===== src/gpio_pad_regs.svh =====
// Purpose: register offsets, field positions, reset values and timing counts
// Assumes: special-function-register space with 8-bit address and data
// Notes:   included by the design file
`ifndef GPIO_PAD_REGS_SVH
`define GPIO_PAD_REGS_SVH

// ----------------------------------------------------------------------------
// register offsets
// ----------------------------------------------------------------------------
`define ADDR_UPPER_PIN_DATA     8'h90
`define ADDR_EXTERNAL_DATA_SPACE_PAGE_BYTE    8'hA0
`define ADDR_UPPER_PIN_DRIVE    8'hA5
`define ADDR_PAD_CONTROL        8'hB5

// ----------------------------------------------------------------------------
// pad_control field positions
// ----------------------------------------------------------------------------
`define BIT_STROBE              7
`define BIT_PULLUP_OFF          6
`define BIT_MATRIX              5
`define BIT_DOUBLE_DRIVE        4
`define BIT_PIN5_HALF_TRIP      3
`define BIT_INPUTS_HALF_TRIP    2

// ----------------------------------------------------------------------------
// reset values
// ----------------------------------------------------------------------------
`define RST_EXTERNAL_DATA_SPACE_PAGE_BYTE     8'h00
`define RST_UPPER_PIN_DRIVE     2'h0
`define RST_UPPER_PIN_DATA      2'h3
`define RST_HALF_TRIP           1'h1
`define RST_LED_CURRENT         2'h0

// ----------------------------------------------------------------------------
// timing
// ----------------------------------------------------------------------------
`define PAD_UPDATE_CLOCKS       2

`endif


===== src/gpio_pad_pkg.sv =====
// Purpose: types shared by the pad configuration block
// Assumes: constants come from gpio_pad_regs.svh
// Notes:   none
package gpio_pad_pkg;

  // register write/read request from the CPU special-function bus
  typedef struct packed {
    logic       wrEn;
    logic       rdEn;
    logic [7:0] addr;
    logic [7:0] wrData;
  } sfr_req_type;

  // settings presented to the pads
  typedef struct packed {
    logic [1:0] upperPushPull;
    logic [1:0] upperPullupOn;
    logic [1:0] upperOut;
    logic       matrixLatched;
    logic       pullupOffLatched;
    logic [2:0] matrixPinsLow;
    logic       doubleDrive;
    logic       pin5HalfTrip;
    logic       inputsHalfTrip;
    logic [1:0] ledCurrentSel;
    logic       ledOn;
  } pad_ctrl_type;

  // strobe sequencer
  typedef enum logic [1:0] {
    STB_IDLE = 2'b00,
    STB_OPEN = 2'b01,
    STB_WAIT = 2'b10
  } strobe_state_type;

  // all state of the block
  typedef struct packed {
    logic [7:0]       pageByte;
    logic [1:0]       upperCfg;
    logic [1:0]       upperData;
    logic             strobe;
    logic             pullupOffReg;
    logic             matrixReg;
    logic             doubleDrive;
    logic             pin5HalfTrip;
    logic             inputsHalfTrip;
    logic [1:0]       ledSel;
    logic             matrixLatch;
    logic             pullupOffLatch;
    strobe_state_type stbState;
    logic [1:0]       stbCount;
    logic             padBusy;
    logic [7:0]       rdData;
    logic [1:0]       pinSyncA;
    logic [1:0]       pinSyncB;
    logic [1:0]       pinSyncC;
    logic [1:0]       pinStable;
    pad_ctrl_type     pads;
  } state_type;

endpackage


===== src/gpio_pad_config_ctrl.sv =====
// Purpose: pad configuration, page register and strobe-to-latch logic
// Assumes: one CPU clock; persistent latches modelled as flip-flops
// Notes:   read data is registered one cycle after rdEn
`timescale 1ns/1ns
`default_nettype none
`include "gpio_pad_regs.svh"

module gpio_pad_config_ctrl #(
  parameter int UPDATE_CLOCKS = `PAD_UPDATE_CLOCKS
) (
  // clock and reset
  input  wire logic                       ref_clk,
  input  wire logic                       nrst,
  // special-function register bus
  input  wire gpio_pad_pkg::sfr_req_type  sfrReq,
  output logic [7:0]                      sfrRdData,
  // paged external data address byte
  output logic [7:0]                      pagedExtDataHigh,
  // upper pins and pin-5 output bit of the lower port
  input  wire logic [1:0]                 upperPinIn,
  input  wire logic                       lowerPin5Out,
  // pad settings and status
  output gpio_pad_pkg::pad_ctrl_type      padCtrl,
  output logic                            padBusy
);

  gpio_pad_pkg::state_type st_r;
  gpio_pad_pkg::state_type st_nxt;

  // ---------------------------------------------------------------------------
  // functions
  // ---------------------------------------------------------------------------
  // write strobe decode for one register
  function automatic logic hitWr(input gpio_pad_pkg::sfr_req_type r, input logic [7:0] a);
    hitWr = r.wrEn && (r.addr == a);
  endfunction

  // ---------------------------------------------------------------------------
  // next state
  // ---------------------------------------------------------------------------
  always_comb begin
    st_nxt = st_r;
    // three-stage pin synchroniser, change taken when stages two and three agree
    st_nxt.pinSyncA = upperPinIn;
    st_nxt.pinSyncB = st_r.pinSyncA;
    st_nxt.pinSyncC = st_r.pinSyncB;
    for (int i = 0; i < 2; i++) begin
      if (st_r.pinSyncB[i] == st_r.pinSyncC[i]) begin
        st_nxt.pinStable[i] = st_r.pinSyncC[i];
      end
    end
    if (hitWr(sfrReq, `ADDR_EXTERNAL_DATA_SPACE_PAGE_BYTE)) begin
      st_nxt.pageByte = sfrReq.wrData;
    end
    if (hitWr(sfrReq, `ADDR_UPPER_PIN_DRIVE)) begin
      st_nxt.upperCfg = sfrReq.wrData[1:0];
    end
    if (hitWr(sfrReq, `ADDR_UPPER_PIN_DATA)) begin
      st_nxt.upperData = sfrReq.wrData[1:0];
    end
    if (hitWr(sfrReq, `ADDR_PAD_CONTROL)) begin
      st_nxt.strobe         = sfrReq.wrData[`BIT_STROBE];
      st_nxt.pullupOffReg   = sfrReq.wrData[`BIT_PULLUP_OFF];
      st_nxt.matrixReg      = sfrReq.wrData[`BIT_MATRIX];
      st_nxt.doubleDrive    = sfrReq.wrData[`BIT_DOUBLE_DRIVE];
      st_nxt.pin5HalfTrip   = sfrReq.wrData[`BIT_PIN5_HALF_TRIP];
      st_nxt.inputsHalfTrip = sfrReq.wrData[`BIT_INPUTS_HALF_TRIP];
      st_nxt.ledSel         = sfrReq.wrData[1:0];
    end
    // latches transparent while strobe is high; hold otherwise
    if (st_r.strobe) begin
      st_nxt.matrixLatch    = st_r.matrixReg;
      st_nxt.pullupOffLatch = st_r.pullupOffReg;
    end
    // strobe sequence then two clocks of pad update
    unique case (st_r.stbState)
      gpio_pad_pkg::STB_IDLE: begin
        if (st_r.strobe) begin
          st_nxt.stbState = gpio_pad_pkg::STB_OPEN;
        end
      end
      gpio_pad_pkg::STB_OPEN: begin
        if (!st_r.strobe) begin
          st_nxt.stbState = gpio_pad_pkg::STB_WAIT;
          // leaving open is the first update clock and leaving wait the last
          st_nxt.stbCount = 2'(UPDATE_CLOCKS - 2);
        end
      end
      gpio_pad_pkg::STB_WAIT: begin
        if (st_r.strobe) begin
          st_nxt.stbState = gpio_pad_pkg::STB_OPEN;
        end else if (st_r.stbCount == 2'h0) begin
          st_nxt.stbState = gpio_pad_pkg::STB_IDLE;
        end else begin
          st_nxt.stbCount = st_r.stbCount - 2'h1;
        end
      end
      default: st_nxt.stbState = gpio_pad_pkg::STB_IDLE;
    endcase
    st_nxt.padBusy = (st_nxt.stbState != gpio_pad_pkg::STB_IDLE);
    // register read mux
    st_nxt.rdData = 8'h00;
    if (sfrReq.rdEn) begin
      unique case (sfrReq.addr)
        `ADDR_EXTERNAL_DATA_SPACE_PAGE_BYTE: st_nxt.rdData = st_r.pageByte;
        `ADDR_UPPER_PIN_DRIVE: st_nxt.rdData = {6'h00, st_r.upperCfg};
        `ADDR_UPPER_PIN_DATA:  st_nxt.rdData = {6'h00, st_r.pinStable};
        `ADDR_PAD_CONTROL:     st_nxt.rdData = {st_r.strobe, st_r.pullupOffReg,
                                 st_r.matrixLatch, st_r.doubleDrive, st_r.pin5HalfTrip,
                                 st_r.inputsHalfTrip, st_r.ledSel};
        default:               st_nxt.rdData = 8'h00;
      endcase
    end
    // pad outputs
    // push-pull versus open-drain with pull-up
    st_nxt.pads.upperPushPull    = st_nxt.upperCfg;
    st_nxt.pads.upperPullupOn    = ~st_nxt.upperCfg;
    st_nxt.pads.upperOut         = st_nxt.upperData;
    st_nxt.pads.matrixLatched    = st_nxt.matrixLatch;
    st_nxt.pads.pullupOffLatched = st_nxt.pullupOffLatch;
    // matrix mode pulls pins 1 to 3 low
    st_nxt.pads.matrixPinsLow    = {3{st_nxt.matrixLatch}};
    st_nxt.pads.doubleDrive      = st_nxt.doubleDrive;
    st_nxt.pads.pin5HalfTrip     = st_nxt.pin5HalfTrip;
    st_nxt.pads.inputsHalfTrip   = st_nxt.inputsHalfTrip;
    st_nxt.pads.ledCurrentSel    = st_nxt.ledSel;
    // LED on only with nonzero field and pin-5 high
    st_nxt.pads.ledOn            = (st_nxt.ledSel != 2'h0) && lowerPin5Out;
  end

  // ---------------------------------------------------------------------------
  // state register
  // ---------------------------------------------------------------------------
  always_ff @(posedge ref_clk or negedge nrst) begin
    if (!nrst) begin
      st_r                     <= '0;
      st_r.pageByte            <= `RST_EXTERNAL_DATA_SPACE_PAGE_BYTE;
      st_r.upperCfg            <= `RST_UPPER_PIN_DRIVE;
      st_r.upperData           <= `RST_UPPER_PIN_DATA;
      st_r.pin5HalfTrip        <= `RST_HALF_TRIP;
      st_r.inputsHalfTrip      <= `RST_HALF_TRIP;
      st_r.ledSel              <= `RST_LED_CURRENT;
      st_r.stbState            <= gpio_pad_pkg::STB_IDLE;
      st_r.pads.upperPullupOn  <= 2'h3;
      st_r.pads.upperOut       <= `RST_UPPER_PIN_DATA;
      st_r.pads.pin5HalfTrip   <= `RST_HALF_TRIP;
      st_r.pads.inputsHalfTrip <= `RST_HALF_TRIP;
    end else begin
      st_r <= st_nxt;
    end
  end

  // outputs straight from flip-flops
  // page byte as upper address
  assign pagedExtDataHigh = st_r.pageByte;
  assign sfrRdData        = st_r.rdData;
  assign padCtrl          = st_r.pads;
  assign padBusy          = st_r.padBusy;
endmodule // gpio_pad_config_ctrl

`default_nettype wire


===== config.mk =====
export PLATFORM = sky130hd
export DESIGN_NAME = gpio_pad_config_ctrl
export DESIGN_NICKNAME = d
export VERILOG_FILES = /design/src/gpio_pad_pkg.sv /design/src/gpio_pad_config_ctrl.sv
export VERILOG_INCLUDE_DIRS = /design/src /design/src/src
export SDC_FILE = /design/constraint.sdc
export NUM_CORES = 1
export LEC_CHECK = 0
export BUFFER_PORTS_ARGS = -buffer_cell sky130_fd_sc_hd__buf_2
export CORE_AREA = 4 4 72 74
export DETAILED_ROUTE_END_ITERATION = 16
export DIE_AREA = 0 0 76 78
export PLACE_DENSITY = 0.75
export SYNTH_ARGS = -nofsm -noshare
export SYNTH_HDL_FRONTEND = slang
export SYNTH_SLANG_ARGS = --single-unit

===== constraint.sdc =====
create_clock -name ref_clk -period 1.19 [get_ports ref_clk]
set_input_delay 0.119 -clock ref_clk [delete_from_list [all_inputs] [get_ports ref_clk]]
set_output_delay 0.119 -clock ref_clk [all_outputs]
set_load 0.05 [all_outputs]

Word-level counts from Yosys, hierarchy flattened
Index checks and enable logic that the tools add are counted.

Add/sub/neg operators: 1. Equal/unequal tests: 11. Mux-type cells: 13. Bitwise logic cells: 1. Reduce and logical (&&, ||, !) cells: 11.

Operators by type and width (number): $eq 8x8->1 const B (4); $pmux 8 s4 (1); $mux 2 (8); $mux 8 (1); $ne 2x2->1 const B (3); $pmux 2 s3 (1); $reduce_bool 2->1 (3); $logic_and 1x1->1 (5); $logic_not 2->1 (2); $mux 4 (1); $pmux 2 s2 (1); $reduce_and 4->1 (1); $eq 1x1->1 (2); $eq 2x1->1 const B (1); $eq 2x2->1 const B (1); $not 2->2 (1); $sub 2x1->2 const B (1).

Register bits: 47. Output and inout bits: 34. Logic and storage cells: 61.

Longest topological paths before layout
Gate-level depths: netlist of the first run.

Depth after elaboration: 5. Gate-level depth with buffers: 6. Depth with buffers taken out: 6.

Worst setup path after synthesis of the first run
Ideal clock, no wire load.

Kind: input-to-reg. From: input port sfrReq[11] in the netlist's numbering. To: register st_r (netlist bit padCtrl[1]). Arrival time: 1.639 ns. Data required time: 1.065 ns. Setup slack: -0.574 ns. Stages on the path: 5. Buffers on the path: 2. Path through: or4b_1 buf_2 or4_4 buf_6 mux2_4.

RTL lines: start, declared (line gpio_pad_config_ctrl.sv:15) `input wire gpio_pad_pkg::sfr_req_type sfrReq,`; end signal, assigned (line gpio_pad_config_ctrl.sv:149) `st_r <= st_nxt;`; end, declared (line gpio_pad_config_ctrl.sv:27) `gpio_pad_pkg::state_type st_r;`.

==> results of run 1 <==
==> critical path, cell delays in order <==
cell and delay, ps:
buf_6 90, or4b_4 590, or4_4 510, o311a_1 330
==> through the flow <==
step / hold slack, ps / setup slack [ps] / area [µm²] / cells / power (mW)
2_1_floorplan: -177 / -573 / 2130 / 169 / 2.02
3_3_place_gp: 117 / -612 / 2340 / 259 / 2.12
3_5_place_dp: 116 / -666 / 2340 / 259 / 2.13
4_1_cts: 54.1 / -275 / 2590 / 273 / 3.16
5_1_grt: 64.6 / -297 / 2670 / 274 / 3.28
6_report: 59.3 / -279 / 2670 / 274 / 3.15
==> cells by family (layout without fill, tap and decap cells) <==
kind of cell | after synthesis | count (layout) | share of synthesized area, %
compound gates | 18 | 18 | 5.88
xor+xnor | 1 | 1 | 0.416
fa+ha+maj | 3 | 3 | 1.54
buf+inv | 45 | 95 | 14.3
flops | 46 | 46 | 55.0
mux | 25 | 25 | 14.6
simple gates | 31 | 32 | 8.31
==> flip-flops by register name, indices dropped and copies added, names as in the netlist <==
| register | flops |
|---|---|
| st_r | 11 |
| padCtrl | 14 |
| st_nxt | 4 |
| sfrRdData | 8 |
| pagedExtDataHigh | 8 |
| padBusy | 1 |
==> how the worst max path moves through the flow <==
stage / slack, ps / cells after the start / endpoint / startpoint
finish: -280 / 4 / padCtrl[0]$_DFF_PN0_ / sfrReq[9]
global route: -300 / 7 / pagedExtDataHigh[3]$_DFFE_PN0P_ / sfrReq[9]
CTS: -270 / 4 / padCtrl[0]$_DFF_PN0_ / sfrReq[11]
detailed placement: -670 / 4 / padCtrl[0]$_DFF_PN0_ / sfrReq[11]
global placement: -610 / 4 / st_r[47]$_DFFE_PN0N_ / sfrReq[11]
floorplan: -570 / 5 / padCtrl[1]$_DFF_PN0_ / sfrReq[11]
==> area by class of cell <==
class | count | area [µm²] | area share, %
clock buffer | 6 | 82.6 | 3.09
clock inverter | 2 | 12.5 | 0.468
inverter | 7 | 26.3 | 0.984
multi-input combinational | 79 | 782 | 29.3
sequential | 46 | 1160 | 43.4
tap | 54 | 67.6 | 2.53
timing repair buffer | 80 | 541 | 20.2
==> metal layers <==
metal,up-vias,part of all wire [%]
met3,6,5.9
met1,713,41
met2,36,52
met5,-,0
li1,651,-
met4,0,1.3
==> what timing repair did <==
action                                 in CTS  in global routing
setup buffers                               2                  1
resized for setup                          26                 19
endpoints found under the hold margin      42                  0
pin swaps                                   8                  6
setup endpoints to repair                  40                 40
hold buffers                                3                  0
cloned                                      1                  0
==> Yosys cell counts <==
master	number
dfrtp_1	40
buf_4	33
mux2_2	14
nor2_1	10
a22oi_1	8
mux2_4	8
inv_1	7
nand2_1	7
dfstp_2	6
a21oi_1	4
nor4_1	4
clkbuf_1	3
mux2i_1	3
maj3_1	2
o21ai_0	2
a21boi_0	1
buf_2	1
buf_6	1
ha_1	1
nand2b_1	1
nand3_1	1
nor2b_1	1
nor3_1	1
nor4_2	1
nor4b_2	1
o21bai_1	1
o311a_1	1
o31a_1	1
or2_2	1
or3b_2	1
or4_4	1
or4b_1	1
xnor2_1	1
==> layout by cell type (no fill, tap or decap), types with 2 or more instances in the layout <==
cell type	n
dfstp_2	6
o21ai_1	2
inv_2	2
nor4_4	4
maj3_1	2
buf_4	20
nor2_2	2
a22oi_1	8
mux2i_2	2
dlygate4sd3_1	3
mux2_4	9
or4_4	2
a21oi_1	3
clkbuf_4	4
nand2_2	2
buf_6	8
nand2_1	5
dfrtp_1	39
nor2_1	8
buf_2	44
mux2_2	13
clkbuf_8	6
inv_1	5
==> power by group through the flow <==
stage / registers [mW] / clock network (mW) / logic (mW)
floorplan: 1.70 / 0 / 0.313
global placement: 1.71 / 0 / 0.416
CTS: 1.68 / 1.02 / 0.453
global route: 1.70 / 1.08 / 0.497
detailed placement: 1.71 / 0 / 0.423
finish: 1.69 / 0.990 / 0.467
==> impl_metrics.csv, run 1 <==
group,metric,value,unit
run_status,status,"complete, but fails checks",
run_status,violations,"negative setup slack",
synth,synth_cells,169,
cells_and_area,fin_util,58.1,%
setup_path,cp_max_fo,6,
global_route,grt.total_usage,15.7,%
detailed_routing,routedWlPerCell,16.6,µm
cells_and_area,antenna-diode-count,0,
synth,synth_area_per_cell,12.5,µm²
synth,synthTopCellsByArea,"dfrtp_1, buf_4, dfstp_2, mux2_2, mux2_4",
global_route,grt_pass1_wl,7400,µm
synth,synth_nets,193,
floorplan,initial_utilization,45.9,%
cells_and_area,nets,243,
global_route,antenna_found_initial,0,
worst_hold_path,hold_class,"input pin to flip-flop",
timing,timing.fmax,0.681,GHz
detailed_routing,ant_nets,0,
global_route,grt_max_degree,47,
clocking,clock_path_buffers,2,
floorplan,io_pins,57,
timing,rsz0062_at_grt,"true",
timing,setup_violations,32,
place,hpwl,2970,µm
setup_path,worstPathArrival,1640,ps
detailed_routing,wl,4560,µm
timing,worst_slack,-279,ps
worst_hold_path,min_path_cells,2,
pwr,power_switching,0.871,mW
floorplan,die_h,78,µm
setup_path,reg2reg_from,"st_r[34]$_DFFE_PN0P_",
timing,setup_tns,-6080,ps
synth,synth_top_cell_area_share,47.5,%
global_route,met2_usage,25.4,%
synth,synth-seq-cells,46,
clocking,clkLatencyLatePin,290,ps
timing,skew,5.71,ps
setup_path,r2r_slack,0,ps
setup_path,cp-end-kind,"flip-flop",
pwr,power.density,1180,nW/µm²
detailed_routing,drc,0,
global_route,grt_overflow,0,
floorplan,die_w,76,µm
pwr,power.share.clock,31.5,%
detailed_routing,num_vias,1406,
clocking,cts_tree,"done",
worst_hold_path,hold-path-endpoint,"padCtrl[14]$_DFF_PN1_",
timing,timing.final.crit_share,123,%
synth,synth_warnings,0,
setup_path,worstRegToRegCells,6,
timing,drv_slew,0,
global_route,use_met1,19.3,%
detailed_routing,firstDrtPassIters,4,
pwr,p_comb_share,14.8,%
pwr,ir_worst_vdd,0.576,mV
setup_path,r2r-end,"padBusy$_DFF_PN0_",
place,place.gp.congestion,0.796,
clocking,numCtsBuffers,5,
timing,period_needed,1470,ps
clocking,h-tree-depth,2,
pwr,pwr-share-seq,53.7,%
floorplan,core-area,4600,µm²
global_route,grt_pass1_vias,1483,
timing,relSlewSlack,70.0,%
setup_path,worstSetupPathType,"input pin to flip-flop",
timing,worstMarginPinSlew,450,ps
setup_path,critPathLaunchType,"input pin",
floorplan,die_area,5930,µm²
job,maxCapViolations,0,
pwr,p_int,2.27,mW
cells_and_area,drive_gt1_share,62.3,%
cells_and_area,areaGrowthSynthToFinish,26.7,%
detailed_routing,drtIter0Drc,60,
clocking,cts.clk_slew.worst_paths,90,ps
synth,ys_seq_area_share,55.0,%
cells_and_area,fillers,380,
place,portBuffers,56,
synth,synth_area,2110,µm²
synth,synth_cell_type_count,33,
timing,hold_violations,0,
synth,synth_top_area_cell,"dfrtp_1",
detailed_routing,via_per_inst,5.13,
worst_hold_path,worstHoldStart,"sfrReq[1]",
clocking,cts.sink_count,46,
pwr,switching_share,27.7,%
setup_path,crit_required,1360,ps
pwr,p_leak,1.33,nW
global_route,grt_busiest_layer,"met2",
floorplan,placementRows,25,
global_route,grt_use_met3,5.57,%
clocking,root_buffer,"clkbuf_8",
No activity file was read; power rests on OpenSTA's default activity.
==> inputs of run 2 (changes only) <==
--- a/config.mk
+++ b/config.mk
@@ -7,9 +7,9 @@
 export NUM_CORES = 1
 export LEC_CHECK = 0
 export BUFFER_PORTS_ARGS = -buffer_cell sky130_fd_sc_hd__buf_2
-export CORE_AREA = 4 4 72 74
+export CORE_AREA = 2 2 70 72
 export DETAILED_ROUTE_END_ITERATION = 16
-export DIE_AREA = 0 0 76 78
+export DIE_AREA = 0 0 72 74
 export PLACE_DENSITY = 0.75
 export SYNTH_ARGS = -nofsm -noshare
 export SYNTH_HDL_FRONTEND = slang
==> impl_metrics.csv, run 2 (same netlist as run 1, synthesis figures left out) <==
group,metric,value,unit
pwr,p_int,2.22,mW
clocking,cts.sink_count,46,
clocking,numCtsBuffers,5,
pwr,p_leak,1.31,nW
floorplan,die_area,5330,µm²
run_status,violations,"negative setup slack",
cells_and_area,nets,243,
timing,timing.final.crit_share,121,%
detailed_routing,via_per_inst,4.98,
clocking,h-tree-depth,2,
detailed_routing,wl,4090,µm
global_route,grt.total_usage,16.0,%
floorplan,placementRows,25,
cells_and_area,largest_reg_flops,14,
setup_path,r2r_slack,0,ps
setup_path,worstPathArrival,1650,ps
floorplan,initial_utilization,45.9,%
global_route,grt_overflow,0,
global_route,grt_pass1_wl,6380,µm
place,hpwl,2790,µm
setup_path,cp_max_fo,5,
clocking,root_buffer,"clkbuf_8",
cells_and_area,areaGrowthSynthToFinish,22.6,%
run_status,status,"complete, but fails checks",
pwr,pwr-share-seq,53.9,%
timing,timing.fmax,0.692,GHz
setup_path,worstSetupPathType,"input pin to flip-flop",
pwr,power.density,1210,nW/µm²
floorplan,core-area,4600,µm²
pwr,power_switching,0.900,mW
timing,period_needed,1450,ps
cells_and_area,layout_commonest_cell,"buf_2",
pwr,p_total,3.12,mW
timing,worstMarginPinSlew,320,ps
place,place.gp.congestion,0.848,
detailed_routing,drtIter0Drc,63,
pwr,power.share.clock,31.6,%
timing,hold_violations,0,
job,maxCapViolations,0,
detailed_routing,num_vias,1365,
clocking,cts_tree,"done",
setup_path,critPathLaunchType,"input pin",
clocking,clkLatencyLatePin,310,ps
timing,setup_violations,32,
timing,skew,14.8,ps
setup_path,crit_required,1390,ps
timing,worst_slack,-256,ps
timing,relSlewSlack,78.6,%
place,place_area,2340,µm²
detailed_routing,firstDrtPassIters,4,
timing,setup_tns,-4510,ps
cells_and_area,instances_no_fill,274,
detailed_routing,ant_nets,0,
floorplan,io_pins,57,
timing,drv_slew,0,
global_route,grt_max_degree,47,
cells_and_area,mostFrequentLayoutCells,"buf_2, dfrtp_1, buf_4, mux2_2, nor2_1",
pwr,ir_worst_vdd,0.650,mV
clocking,clock_path_buffers,2,
floorplan,die_h,74,µm
worst_hold_path,hold_class,"input pin to flip-flop",
detailed_routing,routedWlPerCell,14.9,µm
place,post-place-cells,259,
detailed_routing,drc,0,
cells_and_area,drive_gt1_share,58.6,%
cells_and_area,antenna-diode-count,0,
global_route,antenna_found_initial,0,
timing,rsz0062_at_grt,"true",
clocking,cts.clk_slew.worst_paths,90,ps
cells_and_area,final_area,2580,µm²
place,portBuffers,56,
pwr,switching_share,28.8,%
pwr,p_comb_share,14.5,%
cells_and_area,fin_util,56.2,%
global_route,grt_pass1_vias,1316,
setup_path,cp-end-kind,"flip-flop",
floorplan,die_w,72,µm
==> run 2: cell types whose count changed in the layout (fill, tap and decap cells not counted), sizes merged <==
cell / previous run / this run
clkinv: 1 / 0
clkbuf: 10 / 5
inv: 7 / 8
clkinvlp: 1 / 2
buf: 73 / 77
==> run 2: final timing paths <==
path / startpoint / endpoint / cells after the start
worst max-delay path: sfrReq[11] / padCtrl[0]$_DFF_PN0_ / 4
worst min register to register: st_nxt[22]$_DFF_PN0_ / st_nxt[20]$_DFF_PN0_ / 0
min in group asynchronous: nrst / pagedExtDataHigh[3]$_DFFE_PN0P_ / 3
max in group asynchronous: nrst / padCtrl[11]$_DFFE_PN1P_ / 3
worst max register to register: st_r[35]$_DFFE_PN0P_ / padBusy$_DFF_PN0_ / 6
worst min-delay path: lowerPin5Out / padCtrl[0]$_DFF_PN0_ / 2
==> run 2: power groups by stage <==
stage	Clock, mW	Sequential (mW)	Combinational (mW)
finish	0.986	1.68	0.453
global route	1.07	1.69	0.482
CTS	1.00	1.68	0.449
detailed placement	0	1.71	0.424
global placement	0	1.71	0.418
floorplan	0	1.70	0.313
==> run 2: cell type report <==
type	count	area, µm²
Fill cell	387	2010
Sequential cell	46	1160
Multi-Input combinational cell	79	719
Timing Repair Buffer	80	520
Clock buffer	5	68.8
Tap cell	54	67.6
Inverter	7	26.3
Clock inverter	3	23.8
==> run 2: critical path: stages <==
cell	delay, ps
buf_6	90
or4b_4	570
or4_4	510
o311a_1	360
==> run 2: stage by stage <==
stage	setup slack [ps]	hold WS (ps)
after floorplan	-573	-177
after CTS	-256	38.1
final	-256	35.4
after global routing	-273	31.1
after detailed placement	-598	117
after global placement	-582	115
==> run 2: repair_timing <==
action / in CTS / in global routing
setup buffers: 3 / 0
gates cloned: 1 / 0
pin swaps: 4 / 2
hold buffers: 3 / 0
gates resized for setup: 14 / 12
endpoints found under the setup margin: 39 / 37
endpoints found under the hold margin: 42 / 0
==> run 2: metal layers <==
metal	vias up	wire [µm]	global-route usage (%)	share of wire, %
li1	647	-	-	-
met1	669	1860	21.0	46
met2	44	1880	24.8	46
met3	5	285	5.42	7.0
met4	0	64	6.50	1.6
met5	-	0	0	0
